<file path="src/design/asqr_defs.svh">
/*
 * Register offsets, field positions and reset values of the sequencer
 * stack register bank. Included by the package and the register logic.
 */
`ifndef ASQR_DEFS_SVH
`define ASQR_DEFS_SVH

// command word fields
`define ASQR_CMD_WR_BIT      15
`define ASQR_CMD_STACK_BIT   14
`define ASQR_CMD_IDX_HI      13
`define ASQR_CMD_IDX_LO      9
`define ASQR_CMD_DATA_HI     8

// register indices (stack space off)
`define ASQR_IDX_CONFIG      5'h02
`define ASQR_IDX_RANGE_B2    5'h07
`define ASQR_IDX_STATUS      5'h08

// stack byte addresses for reference
`define ASQR_STACK_FIRST     6'h20
`define ASQR_STACK_LAST      6'h3f

// stack level fields
`define ASQR_END_BIT         8
`define ASQR_LEVELS          32
`define ASQR_DEFAULT_PAIRS   8

// reset values
`define ASQR_RANGE_B2_RST    9'h0ff
`define ASQR_STACK_RST       9'h000
`define ASQR_CONFIG_RST      9'h000

// configuration bits
`define ASQR_CFG_BURST_BIT   6
`define ASQR_CFG_SEQEN_BIT   5
`define ASQR_CFG_STATUS_BIT  1

// channel select codes
`define ASQR_SEL_SUPPLY      4'h8
`define ASQR_SEL_REGULATOR   4'h9
`define ASQR_SEL_SELFTEST    4'hb

// self-test patterns
`define ASQR_TEST_PAT_A      16'haaaa
`define ASQR_TEST_PAT_B      16'h5555

`endif

</file>
<file path="src/design/asqr_pkg.sv">
/*
 * Types for the sequencer stack register bank.
 * Assumes asqr_defs.svh sits in the include path.
 */
`include "asqr_defs.svh"

package asqr_pkg;

   typedef enum logic [1:0] {
      ASQR_SPAN_10V_A = 2'b00,
      ASQR_SPAN_2V5   = 2'b01,
      ASQR_SPAN_5V    = 2'b10,
      ASQR_SPAN_10V_B = 2'b11
   } asqr_span_t;

   typedef enum logic [1:0] {
      ASQR_ST_IDLE  = 2'b00,
      ASQR_ST_CONV  = 2'b01,
      ASQR_ST_WAIT  = 2'b10
   } asqr_state_t;

   typedef struct packed {
      logic [8:0]                    cfg;
      logic [7:0]                    range_b2;
      logic [`ASQR_LEVELS-1:0][8:0]  stack;
      logic [4:0]                    level;
      asqr_state_t                   st;
      logic [3:0]                    last_a;
      logic [3:0]                    last_b;
      logic [15:0]                   rd_data;
      logic                          rd_valid;
      logic                          conv_go;
      logic [3:0]                    conv_a;
      logic [3:0]                    conv_b;
      logic [15:0]                   res_a;
      logic [15:0]                   res_b;
      logic                          res_valid;
      logic                          status_due;
   } asqr_state_reg_t;

endpackage : asqr_pkg

</file>
<file path="src/design/asqr_regs.sv">
/*
 * Register bank of the dual-ADC sequencer: configuration, ADC B upper
 * range register, 32-level sequencer stack and the read-only status word.
 * Assumes a host-interface front end that deframes 16-bit command words
 * into a one-cycle strobe on clk_sys, and an analog core that reports each
 * finished pair with conv_done.
 */
`timescale 1ns/1ps
`default_nettype none

`include "asqr_defs.svh"

// Overview of operation
// [RULE_01] range code 01 2.5V, 10 5V, else 10V
// [RULE_02] B upper range fields reset to three
// [RULE_03] address bit 14 selects 32 stack levels
// [RULE_04] each level holds one A/B pair
// [RULE_05] sequencer starts level one, steps, wraps
// [RULE_06] end flag level is last, then wrap
// [RULE_07] clear end flag advances to next level
// [RULE_08] reset loads pairs zero to seven looping
// [RULE_09] reset clears remaining 24 levels
// [RULE_10] select codes: inputs, supply, regulator monitors
// [RULE_11] code 1011 returns aaaa and 5555
// [RULE_12] A select bits 3:0, reset zero
// [RULE_13] stack at 0x20 to 0x3f, 16-bit
// [RULE_14] status word read only, writes ignored
// [RULE_15] status word appended when enable set
// [RULE_16] status 15:12 last A channel
// [RULE_17] status 11:8 last B channel
// [RULE_18] bit 15 one writes, zero reads
// [RULE_19] burst converts whole stack per pulse; code bursts only with sequencer enable bit 5 also set, else one pair
// [RULE_20] status low byte reads zero
module asqr_regs
   import asqr_pkg::*;
(
   input  wire logic        clk_sys,          // system clock, 200 MHz
   input  wire logic        rst,              // synchronous reset, high
   input  wire logic        clk_en,           // freezes all state when low
   input  wire logic        cmd_valid,        // one-cycle command strobe
   input  wire logic [15:0] cmd_word,         // host command word
   input  wire logic        conversion_start_pulse, // start pin, async
   input  wire logic        conv_done,        // analog pair finished
   input  wire logic [15:0] conv_code_a,      // raw ADC A code
   input  wire logic [15:0] conv_code_b,      // raw ADC B code
   output logic [15:0]      rd_data,          // register read answer
   output logic             rd_valid,         // read answer strobe
   output logic             conv_req,         // start pair conversion
   output logic [3:0]       first_adc_channel_select,  // ADC A select
   output logic [3:0]       second_adc_channel_select, // ADC B select
   output logic [15:0]      result_a,         // ADC A result word
   output logic [15:0]      result_b,         // ADC B result word
   output logic             result_valid,     // result strobe
   output logic             status_word_due,  // status follows results
   output logic [1:0]       adc_b_input_four, // span code input four
   output logic [1:0]       adc_b_input_five, // span code input five
   output logic [1:0]       adc_b_input_six,  // span code input six
   output logic [1:0]       adc_b_input_seven // span code input seven
);

   // ----------------------------------------------------------------
   // helpers
   // ----------------------------------------------------------------
   function automatic logic [8:0] asqr_default_level(input logic [4:0] idx);
      begin
         if (idx < 5'(`ASQR_DEFAULT_PAIRS)) begin
            asqr_default_level = {1'b0, idx[3:0], idx[3:0]};  // see [RULE_08]
            if (idx == 5'(`ASQR_DEFAULT_PAIRS - 1)) begin
               asqr_default_level[`ASQR_END_BIT] = 1'b1;      // see [RULE_08]
            end
         end else begin
            asqr_default_level = `ASQR_STACK_RST;             // see [RULE_09]
         end
      end
   endfunction : asqr_default_level

   function automatic logic [15:0] asqr_result(input logic [3:0] sel,
                                               input logic [15:0] code,
                                               input logic [15:0] pat);
      begin
         if (sel == `ASQR_SEL_SELFTEST) begin
            asqr_result = pat;                                // see [RULE_11]
         end else begin
            asqr_result = code;                               // see [RULE_10]
         end
      end
   endfunction : asqr_result

   function automatic logic asqr_is_last(input logic [8:0] lvl_word,
                                         input logic [4:0] idx);
      begin
         asqr_is_last = lvl_word[`ASQR_END_BIT] || idx == 5'h1f; // see [RULE_05] [RULE_06]
      end
   endfunction : asqr_is_last

   // ----------------------------------------------------------------
   // pin synchroniser and edge detect
   // ----------------------------------------------------------------
   logic start_s1_r;
   logic start_s2_r;
   logic start_s3_r;
   logic start_edge;

   always_ff @(posedge clk_sys) begin
      if (rst) begin
         start_s1_r <= 1'b0;
         start_s2_r <= 1'b0;
         start_s3_r <= 1'b0;
      end else if (clk_en) begin
         start_s1_r <= conversion_start_pulse;
         start_s2_r <= start_s1_r;
         start_s3_r <= start_s2_r;
      end
   end

   assign start_edge = start_s2_r & ~start_s3_r;

   // ----------------------------------------------------------------
   // command decode
   // ----------------------------------------------------------------
   logic       cmd_wr;
   logic       cmd_stack;
   logic [4:0] cmd_idx;
   logic [8:0] cmd_data;

   assign cmd_wr    = cmd_word[`ASQR_CMD_WR_BIT];             // see [RULE_18]
   assign cmd_stack = cmd_word[`ASQR_CMD_STACK_BIT];          // see [RULE_03]
   assign cmd_idx   = cmd_word[`ASQR_CMD_IDX_HI:`ASQR_CMD_IDX_LO];
   assign cmd_data  = cmd_word[`ASQR_CMD_DATA_HI:0];

   // ----------------------------------------------------------------
   // state
   // ----------------------------------------------------------------
   asqr_state_reg_t s_r;
   asqr_state_reg_t s_nxt;
   logic [8:0]      cur_level;
   logic [15:0]     status_word;
   logic [7:0]      cur_pair;

   assign cur_level   = s_r.stack[s_r.level];
   assign cur_pair    = cur_level[7:0];
   assign status_word = {s_r.last_a, s_r.last_b, 8'h00};      // see [RULE_16] [RULE_17] [RULE_20]

   always_comb begin
      s_nxt           = s_r;
      s_nxt.rd_valid  = 1'b0;
      s_nxt.conv_go   = 1'b0;
      s_nxt.res_valid = 1'b0;
      s_nxt.status_due = 1'b0;

      // register access
      if (cmd_valid) begin
         if (cmd_wr) begin
            if (cmd_stack) begin
               s_nxt.stack[cmd_idx] = cmd_data;               // see [RULE_13] [RULE_12]
            end else if (cmd_idx == `ASQR_IDX_RANGE_B2) begin
               s_nxt.range_b2 = cmd_data[7:0];                // see [RULE_02]
            end else if (cmd_idx == `ASQR_IDX_CONFIG) begin
               s_nxt.cfg = cmd_data;
            end
            // status index falls through: read only         see [RULE_14]
         end else begin
            s_nxt.rd_valid = 1'b1;
            if (cmd_stack) begin
               s_nxt.rd_data = {cmd_word[15:9], s_r.stack[cmd_idx]};
            end else if (cmd_idx == `ASQR_IDX_RANGE_B2) begin
               s_nxt.rd_data = {cmd_word[15:9], 1'b0, s_r.range_b2};
            end else if (cmd_idx == `ASQR_IDX_CONFIG) begin
               s_nxt.rd_data = {cmd_word[15:9], s_r.cfg};
            end else if (cmd_idx == `ASQR_IDX_STATUS) begin
               s_nxt.rd_data = status_word;
            end else begin
               s_nxt.rd_data = 16'h0000;
            end
         end
      end

      // sequencer
      unique case (s_r.st)
         ASQR_ST_IDLE: begin
            if (start_edge) begin
               s_nxt.conv_go = 1'b1;
               s_nxt.conv_a  = cur_level[3:0];                // see [RULE_04]
               s_nxt.conv_b  = cur_level[7:4];
               s_nxt.st      = ASQR_ST_CONV;
            end
         end
         ASQR_ST_CONV: begin
            if (conv_done) begin
               s_nxt.res_valid = 1'b1;
               s_nxt.res_a  = asqr_result(s_r.conv_a, conv_code_a, `ASQR_TEST_PAT_A);
               s_nxt.res_b  = asqr_result(s_r.conv_b, conv_code_b, `ASQR_TEST_PAT_B);
               s_nxt.last_a = s_r.conv_a;                     // see [RULE_16]
               s_nxt.last_b = s_r.conv_b;                     // see [RULE_17]
               if (!s_r.cfg[`ASQR_CFG_SEQEN_BIT]) begin
                  s_nxt.level = s_r.level;
               end else if (asqr_is_last(cur_level, s_r.level)) begin
                  s_nxt.level = 5'h00;                        // see [RULE_06] [RULE_05]
               end else begin
                  s_nxt.level = s_r.level + 5'h01;            // see [RULE_07] [RULE_05]
               end
               if (s_r.cfg[`ASQR_CFG_SEQEN_BIT] && asqr_is_last(cur_level, s_r.level)) begin
                  s_nxt.status_due = s_r.cfg[`ASQR_CFG_STATUS_BIT]; // see [RULE_15]
               end else if (!s_r.cfg[`ASQR_CFG_SEQEN_BIT]) begin
                  s_nxt.status_due = s_r.cfg[`ASQR_CFG_STATUS_BIT];
               end
               s_nxt.st = ASQR_ST_WAIT;
            end
         end
         ASQR_ST_WAIT: begin
            if (s_r.cfg[`ASQR_CFG_BURST_BIT] && s_r.cfg[`ASQR_CFG_SEQEN_BIT] &&
                s_r.level != 5'h00) begin
               s_nxt.conv_go = 1'b1;                          // see [RULE_19]
               s_nxt.conv_a  = cur_level[3:0];
               s_nxt.conv_b  = cur_level[7:4];
               s_nxt.st      = ASQR_ST_CONV;
            end else begin
               s_nxt.st = ASQR_ST_IDLE;
            end
         end
         default: begin
            s_nxt.st = ASQR_ST_IDLE;
         end
      endcase
   end

   always_ff @(posedge clk_sys) begin
      if (rst) begin
         s_r.cfg        <= `ASQR_CONFIG_RST;
         s_r.range_b2   <= 8'(`ASQR_RANGE_B2_RST);            // see [RULE_02]
         for (int i = 0; i < `ASQR_LEVELS; i++) begin
            s_r.stack[i] <= asqr_default_level(5'(i));        // see [RULE_08] [RULE_09]
         end
         s_r.level      <= 5'h00;                             // see [RULE_05]
         s_r.st         <= ASQR_ST_IDLE;
         s_r.last_a     <= 4'h0;
         s_r.last_b     <= 4'h0;
         s_r.rd_data    <= 16'h0000;
         s_r.rd_valid   <= 1'b0;
         s_r.conv_go    <= 1'b0;
         s_r.conv_a     <= 4'h0;
         s_r.conv_b     <= 4'h0;
         s_r.res_a      <= 16'h0000;
         s_r.res_b      <= 16'h0000;
         s_r.res_valid  <= 1'b0;
         s_r.status_due <= 1'b0;
      end else if (clk_en) begin
         s_r <= s_nxt;
      end
   end

   // ----------------------------------------------------------------
   // outputs
   // ----------------------------------------------------------------
   assign rd_data                   = s_r.rd_data;
   assign rd_valid                  = s_r.rd_valid & clk_en;
   assign conv_req                  = s_r.conv_go & clk_en;
   assign first_adc_channel_select  = s_r.conv_a;
   assign second_adc_channel_select = s_r.conv_b;
   assign result_a                  = s_r.res_a;
   assign result_b                  = s_r.res_b;
   assign result_valid              = s_r.res_valid & clk_en;
   assign status_word_due           = s_r.status_due & clk_en;
   assign adc_b_input_four          = s_r.range_b2[1:0];      // see [RULE_01]
   assign adc_b_input_five          = s_r.range_b2[3:2];
   assign adc_b_input_six           = s_r.range_b2[5:4];
   assign adc_b_input_seven         = s_r.range_b2[7:6];
endmodule : asqr_regs

`default_nettype wire

</file>
<file path="config.mk">
export PLATFORM = sky130hd
export DESIGN_NAME = asqr_regs
export DESIGN_NICKNAME = d
export VERILOG_FILES = /design/src/design/asqr_pkg.sv /design/src/design/asqr_regs.sv
export VERILOG_INCLUDE_DIRS = /design/src /design/src/design
export SDC_FILE = /design/constraint.sdc
export NUM_CORES = 1
export LEC_CHECK = 0
export ABC_AREA = 1
export BUFFER_PORTS_ARGS = -buffer_cell sky130_fd_sc_hd__buf_4
export CAP_MARGIN = 25
export CORE_ASPECT_RATIO = 0.5
export CORE_MARGIN = 2
export CORE_UTILIZATION = 28
export CTS_CLUSTER_SIZE = 28
export DETAILED_ROUTE_END_ITERATION = 6
export PLACE_DENSITY = 0.46
export SLEW_MARGIN = 0
export SYNTH_ARGS = -nofsm -noshare
export SYNTH_HDL_FRONTEND = slang
export SYNTH_SLANG_ARGS = --single-unit
</file>
<file path="constraint.sdc">
create_clock -name clk_sys -period 2.85 [get_ports clk_sys]
set_input_delay 0.285 -clock clk_sys [delete_from_list [all_inputs] [get_ports clk_sys]]
set_output_delay 0.285 -clock clk_sys [all_outputs]
set_load 0.02 [all_outputs]
</file>
After elaboration in Yosys (flattened, before gate mapping)
Index checks and enable logic that the tools add are counted.

Register bits: 383. Bits of input ports: 54. Memories: 0. Memory bits (read-only): 0. RAM bits: 0. Bits in latches: 0. Word-level logic and storage cells: 117.

$lt $le $gt $ge: 3. Reduce and logical (&&, ||, !) cells: 16. Multiply operators: 0. Bitwise logic cells: 9. Shift-type cells: 0. Equal/unequal tests: 11. Multiplexer cells: 27. $add $sub $neg: 1. Divide/modulo/power cells: 0.

Operators by type and width (number): 288-bit bitwise mux (1); 16-bit 2-to-1 mux (6); 9-bit binary-select mux with 5-bit select (2); 9-bit demux with 5-bit select (1); 9-bit 2-to-1 mux (5); 9-bit one-hot mux with 2 select lines (1); 5-bit by 6-bit < comparator with 1-bit output (second input constant) (2); 4-bit AND reduction (3); 10-bit 2-to-1 mux (1); 3-bit AND reduction (3); 4-bit == test (second input constant) (2); 2-bit 2-to-1 mux (3); 2-bit inequality test (second input constant) (3); 2-bit one-hot mux with 3 select lines (1); 6-bit AND reduction (1); 5-bit by 1-bit adder with 5-bit output (second input constant) (1); 1-bit bitwise AND (5); 5-bit by 2-bit == test with 1-bit output (second input constant) (1); 5-bit by 3-bit == test with 1-bit output (second input constant) (1); 5-bit by 4-bit == test with 1-bit output (second input constant) (1); 5-bit == test (second input constant) (1); 5-bit by 1-bit >= comparator with 1-bit output (second input constant) (1); 1-bit 2-to-1 mux (5); 5-bit 2-to-1 mux (1); 9 further kinds (15).

Logic depth before layout (Yosys ltp)
Gate-level depths: netlist of run 1.

Depth in word-level cells: 7. Depth in mapped cells: 15. Depth with buffers taken out: 13.

Least setup slack after synthesis of run 1
No wires, ideal clock.

Path type: register -> register. Start: reg s_r[70] (netlist name). End: reg s_r (netlist bit first_adc_channel_select[0]). Library setup time: 0.132 ns. Period minus slack after synthesis: 2.041 ns. Required time: 2.718 ns. Cell stages (with the launch flop): 12. Arrival: 1.909 ns. Path buffers: 3. Setup slack: 0.809 ns. Path through: dfxtp_1 buf_2 inv_2 buf_2 buf_1 ha_1 a31oi_1 a21oi_1 nor2_1 inv_2 nand2_1 a21oi_1.

Longest elaborated chain between the ends: 4.

RTL lines: from (decl) (line asqr_regs.sv:134) `asqr_state_reg_t s_r;`; from (signal assigned) (line asqr_regs.sv:248) `s_r <= s_nxt;`; 9-bit binary-select mux with 5-bit select / 5-bit nonzero test (equally long branches) (line asqr_regs.sv:140, asqr_regs.sv:212); 9-bit 2-to-1 mux (not written as such) / 1-bit logical AND (equally long branches) (line asqr_regs.sv:140, asqr_regs.sv:211); 9-bit 2-to-1 mux (tied with other cells) (line asqr_regs.sv:211) `` if (s_r.cfg[`ASQR_CFG_BURST_BIT] && s_r.cfg[`ASQR_CFG_SEQEN_BIT] && ``; 9-bit one-hot mux with 2 select lines / 4-bit AND reduction (equally long branches).

Parallel ways exist; a longest one is shown, timed or not. The select of a mux whose other input is x is not followed. A chain may end at the register's enable or synchronous reset.

Final worst setup path of run 1
Start: reg s_r[72] (netlist name). End: reg s_r[0] (netlist name).

Longest elaborated chain between the ends: 7.

RTL lines: 9-bit binary-select mux with 5-bit select (line asqr_regs.sv:140) `assign cur_level = s_r.stack[s_r.level];`; 9-bit 2-to-1 mux (not written as such) (line asqr_regs.sv:140); 1-bit logical OR (*) (line asqr_regs.sv:92) `` asqr_is_last = lvl_word[`ASQR_END_BIT] || idx == 5'h1f; ``; 1-bit logical AND (*) (line asqr_regs.sv:202) `` if (s_r.cfg[`ASQR_CFG_SEQEN_BIT] && asqr_is_last(cur_level, s_r.level)) begin ``; 1-bit 2-to-1 mux (*) (line asqr_regs.sv:202); 2-bit 2-to-1 mux (*) (line asqr_regs.sv:189) `if (conv_done) begin`; 2-bit 2-to-1 mux (*) (line asqr_regs.sv:179) `unique case (s_r.st)`.

Every way passes the cells marked *; elsewhere a longest branch is shown, timed or not. The select of a mux whose other input is x is not followed.

==> summary.txt, run 1 <==
run status: finished, final reports clean
H-tree levels: 2
core area: 67,000 µm²
# DRC: 0
initial DRC count: 1,809
Vias/cell: 5.21
Sink Count: 383
die footprint: 69,900 µm²
Synthesis Warnings: 0
Overflow after GRT: 0
DP HPWL: 52,100 µm
post-cts gate resize count: 0
Synth area leaders: dfxtp_1 40%, o21ai_0 14%, a21oi_1 9.6%
Detail Route Antenna Nets: 0
Fin Setup TNS: 0 ps
Peak VDD IR: 317 µV
via count of the routed design: 18,600
crit path DAT: 2900 ps
Hold Vio Cnt, Final: 0
power density over the cells: 529 nW/µm²
initial antenna violation count: 3
Avg Cell Area, Syn: 7.23 µm²
gpl congestion: 0.884
number of distinct library cells after synthesis: 41
Leakage: 8.42 nW
Slew Viols, Final: 0
multi-input logic area: 9070 µm²
die span in x: 372 µm
Crit path required time: 3320 ps
Critical Path Start Type: flip-flop
fin crit share: 0.853
Power, Total: 11.7 mW
boundary pin count: 122
Post-CTS Setup Repair Bufs: 0
CTS tree: done
Clock Latency Late Sink: 570 ps
Root Buffer: clkbuf_16
Final setup violation count: 0
FILL cells: 7,156
final cell count without fillers: 3,561
vias in the first global route: 17,100
share of cells above drive strength 1: 0.135
CP most frequent cell: nand2_1
CP Capture Type: flip-flop
CP max-delay cell: nor2_1
global-route wire length before repair: 115,000 µm
critical path class: flip-flop to flip-flop
placed cell count: 3,453
CP top delay family: simple AND/OR/NAND/NOR gates
CP bufs+invs: 3
fmax: 411 MHz
crit-path max cell delay: 740 ps
utilization after layout: 0.330
GRT Total Usage: 0.220
MaxCap Viol Count: 0
synthesized area: 18,900 µm²
RSZ-0062 raised after global routing: false
Synth area leader: dfxtp_1
Synth-to-Final Area Change: 16.5%
# rows: 67
Clock Path Buffers: 3
cells after synthesis: 2,620
HP Class: input port to flip-flop
port bufs: 121
CTS clk-pin slew, worst paths: 60 ps
Worst-Margin Slew: 990 ps
syn nets: 2,677
post-synth top area share: 0.405
crit path max fanout: 10
wire per inst: 22.1 µm
Routed WL: 78,700 µm
drt pass-1 iters: 6
register area: 7670 µm²
nets: 2,691
Die Y: 188 µm
Final min period: 2430 ps
Yosys reg bits: 383
CP Cell Sequence: inv_2, nor2_1, buf_4, nand2_1, nand2_1, inv_1, nand2_1, nand2_1, nand4_1, nand2_1, a21oi_1
relative slew slack: 0.337
post-synthesis sequential area ratio: 0.405
number of CTS-inserted buffers: 42
Initial Util: 0.283
largest net degree at the start of global routing: 134
clk_skew: 22.2 ps
## cell families (layout without fill, tap and decap cells)
family | after synthesis | in the layout | synth area share
compound gates | 1090 | 1090 | 0.313
simple gates | 664 | 664 | 0.162
buf+inv | 479 | 522 | 0.118
flops | 383 | 383 | 0.405
fa+ha+maj | 3 | 3 | 0.00198
xor+xnor | 1 | 1 | 0.000462
other cells | 0 | 1 | 0
## worst min-delay path, delay by kind of cell
family / cells / cell delay, ps
AND/OR/NAND/NOR: 1 / 50
buffers and inverters: 1 / 90
AO/OA/AOI/OAI: 2 / 110
## cell usage in the layout, fill, tap and decap left out, types with 16 or more instances in the layout
cell,count
o21ai_0,526
dlygate4sd3_1,34
nand3_1,96
nor2_1,121
nand4_1,18
a21oi_1,364
nand2_1,366
buf_4,186
dfxtp_1,381
inv_1,185
o22ai_1,48
clkbuf_16,45
o211ai_1,60
a22oi_1,42
nor2_4,20
inv_2,16
## final cells by class
type | count | area share
Clock inverter | 6 | 0.00147
Tap cell | 897 | 0.0508
Multi-Input combinational cell | 1758 | 0.411
Timing Repair Buffer | 235 | 0.0926
Antenna cell | 1 | 0.000113
Inverter | 214 | 0.0377
Sequential cell | 383 | 0.348
Clock buffer | 67 | 0.0588
## Yosys cell counts
master	number
o21ai_0	526
dfxtp_1	383
nand2_1	368
a21oi_1	364
inv_1	188
clkbuf_1	124
nor2_1	122
nand3_1	96
buf_4	77
o211ai_1	60
o22ai_1	48
a22oi_1	42
buf_2	33
buf_1	20
nor2_4	19
nand4_1	18
inv_2	15
nor3_1	15
a21oi_2	10
buf_6	10
o21ai_2	10
inv_4	9
nor2_8	9
o21ai_1	8
a221oi_1	6
nor3_4	6
o221ai_1	6
nand2_2	5
nor2_2	4
ha_1	3
a22o_1	2
a31oi_1	2
clkinv_1	2
nor3_2	2
o2111ai_1	2
a32oi_1	1
a41oi_1	1
a41oi_2	1
clkbuf_2	1
o31ai_1	1
xor2_1	1
## what timing repair did
item | CTS | global route
hold buffers | 34 | 0
setup endpoints to repair | 0 | 0
hold endpoints to repair | 34 | 0
## path summary, 6_finish.rpt
path / from / end / cells after the start / slack [ps]
setup / recovery: s_r[72] / s_r[0] / 11 / 420
hold / removal: conv_done / s_r[68] / 4 / 30
setup reg to reg: s_r[72] / s_r[0] / 11 / 420
hold reg to reg: s_r[327] / s_r[327] / 2 / 470
## stage by stage
| stage | hold slack, ps | setup WS [ps] | area [µm²] |
|---|---|---|---|
| after floorplan | 415 | 809 | 18900 |
| after global placement | 448 | 263 | 20400 |
| after detailed placement | 456 | 324 | 20400 |
| after CTS | 2.65 | 490 | 22100 |
| after global routing | 38.8 | 321 | 22100 |
| final | 31.8 | 420 | 22100 |
## metal layers
| layer | track usage | up-vias | wire, µm |
|---|---|---|---|
| li1 | - | 8945 | - |
| met1 | 0.316 | 8762 | 36800 |
| met2 | 0.321 | 748 | 32800 |
| met3 | 0.0593 | 105 | 7280 |
| met4 | 0.0558 | 0 | 1870 |
| met5 | 0 | - | 0 |
## report_power, final
part | internal (mW) | switching [mW] | leakage (nW)
combinational | 0.242 | 0.575 | 4.68
sequential | 5.39 | 0.0229 | 3.09
clock | 3.11 | 2.33 | 0.654
total | 8.74 | 2.93 | 8.42
## state kept, by name (all words and copies together) (netlist names), 4 cells and up
| register | cells |
|---|---|
| rd_data | 16 |
| result_b | 16 |
| result_a | 16 |
| s_r | 316 |
| first_adc_channel_select | 4 |
| second_adc_channel_select | 4 |
Power figures use the tool's default switching activity.
==> run 2, diff against run 1 <==
Settings changed: CORE_MARGIN 2 to 4, SKIP_CTS_REPAIR_TIMING from default to 1.
==> run 2 against run 1 <==
- critical endpoint is now s_r[71]
- routed wire length grew 0.62%
- largest cell class unchanged
- non-clock buffer count grew 6
- first-iteration DRC count grew 19%
- worst setup slack gained 59 ps
- global-route usage shrank 0.79 points
- worst hold slack lost 57 ps
- clock-buffer cell count shrank 10
- the run now ends with hold timing left
- die area grew 3.2%
==> summary.txt, run 2 (synthesis results as in run 1) <==
Overflow after GRT: 0 (unchanged)
Int Pwr: 9.20 mW (was 8.74 mW)
CTS tree: done (unchanged)
critical path class: flip-flop to flip-flop (unchanged)
RSZ-0062 raised after global routing: false (unchanged)
power density over the cells: 548 nW/µm² (was 529 nW/µm²)
Routed WL: 79,200 µm (was 78,700 µm)
nets: 2,696 (was 2,691)
Synth-to-Final Area Change: 17.3% (was 16.5%)
die footprint: 72,100 µm² (was 69,900 µm²)
R2R Path Start: s_r[72] (unchanged)
Final min period: 2370 ps (was 2430 ps)
CP Cell Sequence: inv_2, nor2_1, buf_4, nand2_1, nand2_1, inv_1, nand2_1, nand2_1, nand2_1, nand2_1, nand2_1, nor2_1 (was inv_2, nor2_1, buf_4, nand2_1, nand2_1, inv_1, nand2_1, nand2_1, nand4_1, nand2_1, a21oi_1)
CP Capture Type: flip-flop (unchanged)
Leakage: 8.50 nW (was 8.42 nW)
MaxCap Viol Count: 0 (unchanged)
Gate power share: 0.067 (was 0.070)
run status: complete, but fails checks (was finished, final reports clean)
wire per inst: 22.2 µm (was 22.1 µm)
port bufs: 121 (unchanged)
initial antenna violation count: 0 (was 3)
# DRC: 0 (unchanged)
clk_skew: 20.1 ps (was 22.2 ps)
crit path max fanout: 10 (unchanged)
largest net degree at the start of global routing: 87 (was 134)
Slew Viols, Final: 0 (unchanged)
Reg with most FFs: s_r (unchanged)
DP HPWL: 53,400 µm (was 52,100 µm)
FILL cells: 7,125 (was 7,156)
Critical Path Start Type: flip-flop (unchanged)
vias in the first global route: 16,900 (was 17,100)
die span in x: 376 µm (was 372 µm)
commonest non-fill, non-tap cells in the layout: 526 x o21ai_0, 381 x dfxtp_1, 366 x nand2_1, 364 x a21oi_1, 197 x buf_4 (was 526 x o21ai_0, 381 x dfxtp_1, 366 x nand2_1, 364 x a21oi_1, 186 x buf_4)
Seq pwr share: 0.445 (was 0.464)
GRT Total Usage: 0.212 (was 0.220)
Final setup violation count: 0 (unchanged)
relative slew slack: 0.377 (was 0.337)
drt pass-1 iters: 6 (unchanged)
number of CTS-inserted buffers: 41 (was 42)
Detail Route Antenna Nets: 0 (unchanged)
Vias/cell: 5.26 (was 5.21)
crit path DAT: 2820 ps (was 2900 ps)
via count of the routed design: 18,800 (was 18,600)
CTS clk-pin slew, worst paths: 70 ps (was 60 ps)
Worst Setup SP: s_r[72] (unchanged)
Hold Vio Cnt, Final: 4 (was 0)
commonest non-fill, non-tap cell in the layout: o21ai_0 (unchanged)
Placement Setup Slack: 355 ps (was 324 ps)
failing checks: hold timing
Initial Util: 0.283 (unchanged)
H-tree levels: 2 (unchanged)
Root Buffer: clkbuf_16 (unchanged)
Die Y: 192 µm (was 188 µm)
Net Sw Frac: 0.244 (was 0.251)
Clock Path Buffers: 3 (unchanged)
boundary pin count: 122 (unchanged)
Clock Latency Late Sink: 570 ps (about the same)
Peak VDD IR: 304 µV (was 317 µV)
Fin Setup TNS: 0 ps (unchanged)
P_sw: 2.96 mW (was 2.93 mW)
Sink Count: 383 (unchanged)
share of cells above drive strength 1: 0.140 (was 0.135)
max FFs per register: 316 (unchanged)
HP Class: input port to flip-flop (unchanged)
fin crit share: 0.832 (was 0.853)
CP max-delay cell: nor2_1 (unchanged)
Worst-Margin Slew: 930 ps (was 990 ps)
CP most frequent cell: nand2_1 (unchanged)
setup ws final: 478 ps (was 420 ps)
worst hold slack: -25.2 ps (was 31.8 ps)
global-route wire length before repair: 115,000 µm (about the same)
gpl congestion: 0.872 (was 0.884)
crit-path max cell delay: 710 ps (was 740 ps)
fmax: 422 MHz (was 411 MHz)
initial DRC count: 2,161 (was 1,809)
# rows: 67 (unchanged)
core area: 67,000 µm² (unchanged)
Hold Crit Start: conv_code_a[2] (was conv_done)
Crit path required time: 3300 ps (was 3320 ps)
Clk network pwr share: 0.488 (was 0.466)
[run 2: changes by cell type in the layout (fill, tap and decap cells not counted)]
cell,before,now
buf_4,186,197
clkbuf_1,13,8
clkbuf_8,9,8
clkbuf_16,45,41
buf_12,14,13
nand3_1,96,95
nand3_2,0,1
bufinv_16,0,8
dlygate4sd3_1,34,30
[run 2: layout make-up]
type	count	area, µm²	share of cell area
antenna	1	2.50	0.000113
clock buffer	57	1170	0.0525
clock inverter	14	273	0.0123
inverter	214	833	0.0375
multi-input combinational	1758	9070	0.409
sequential	383	7670	0.345
tap	897	1120	0.0505
timing repair buffer	241	2070	0.0930
[run 2: worst paths after layout]
| kind | endpoint | slack [ps] | depth (start not counted) |
|---|---|---|---|
| setup / recovery | s_r[71] | 480 | 12 |
| hold / removal | result_a[2] | -30 | 3 |
| setup reg to reg | s_r[71] | 480 | 12 |
| hold reg to reg | s_r[60] | 450 | 2 |
[run 2: worst max-delay path, delay by kind of cell, from the launching register on]
family / cells / cell delay, ps
and+or+nand+nor: 9 / 1460
buffers and inverters: 3 / 440
DFF: 1 / 350
[run 2: metrics by stage]
| stage | utilization | cells | area, µm² | total power, mW |
|---|---|---|---|---|
| 2_1_floorplan | - | 2620 | 18900 | 5.93 |
| 3_3_place_gp | 0.305 | 3462 | 20400 | 6.30 |
| 4_1_cts | 0.327 | 3533 | 21900 | 12.2 |
| 5_1_grt | 0.332 | 3564 | 22200 | 12.5 |
| 6_report | 0.332 | 3565 | 22200 | 12.2 |
| 3_5_place_dp | 0.305 | 3462 | 20400 | 6.30 |
[run 2: power by group through the flow]
stage               Sequential [mW]  Clock (mW)  Combinational, mW
floorplan                      5.53           0              0.402
global placement               5.53           0              0.769
detailed placement             5.53           0              0.770
CTS                            5.41        6.06              0.772
global route                   5.41        6.24              0.860
finish                         5.41        5.94              0.816
[run 2: layer usage]
layer | up-vias | part of all wire | routed length (µm) | GRT usage
li1 | 8954 | - | - | -
met4 | 0 | 0.029 | 2280 | 0.0642
met2 | 803 | 0.41 | 32400 | 0.309
met5 | - | 0 | 0 | 0
met3 | 119 | 0.079 | 6250 | 0.0343
met1 | 8874 | 0.48 | 38300 | 0.317
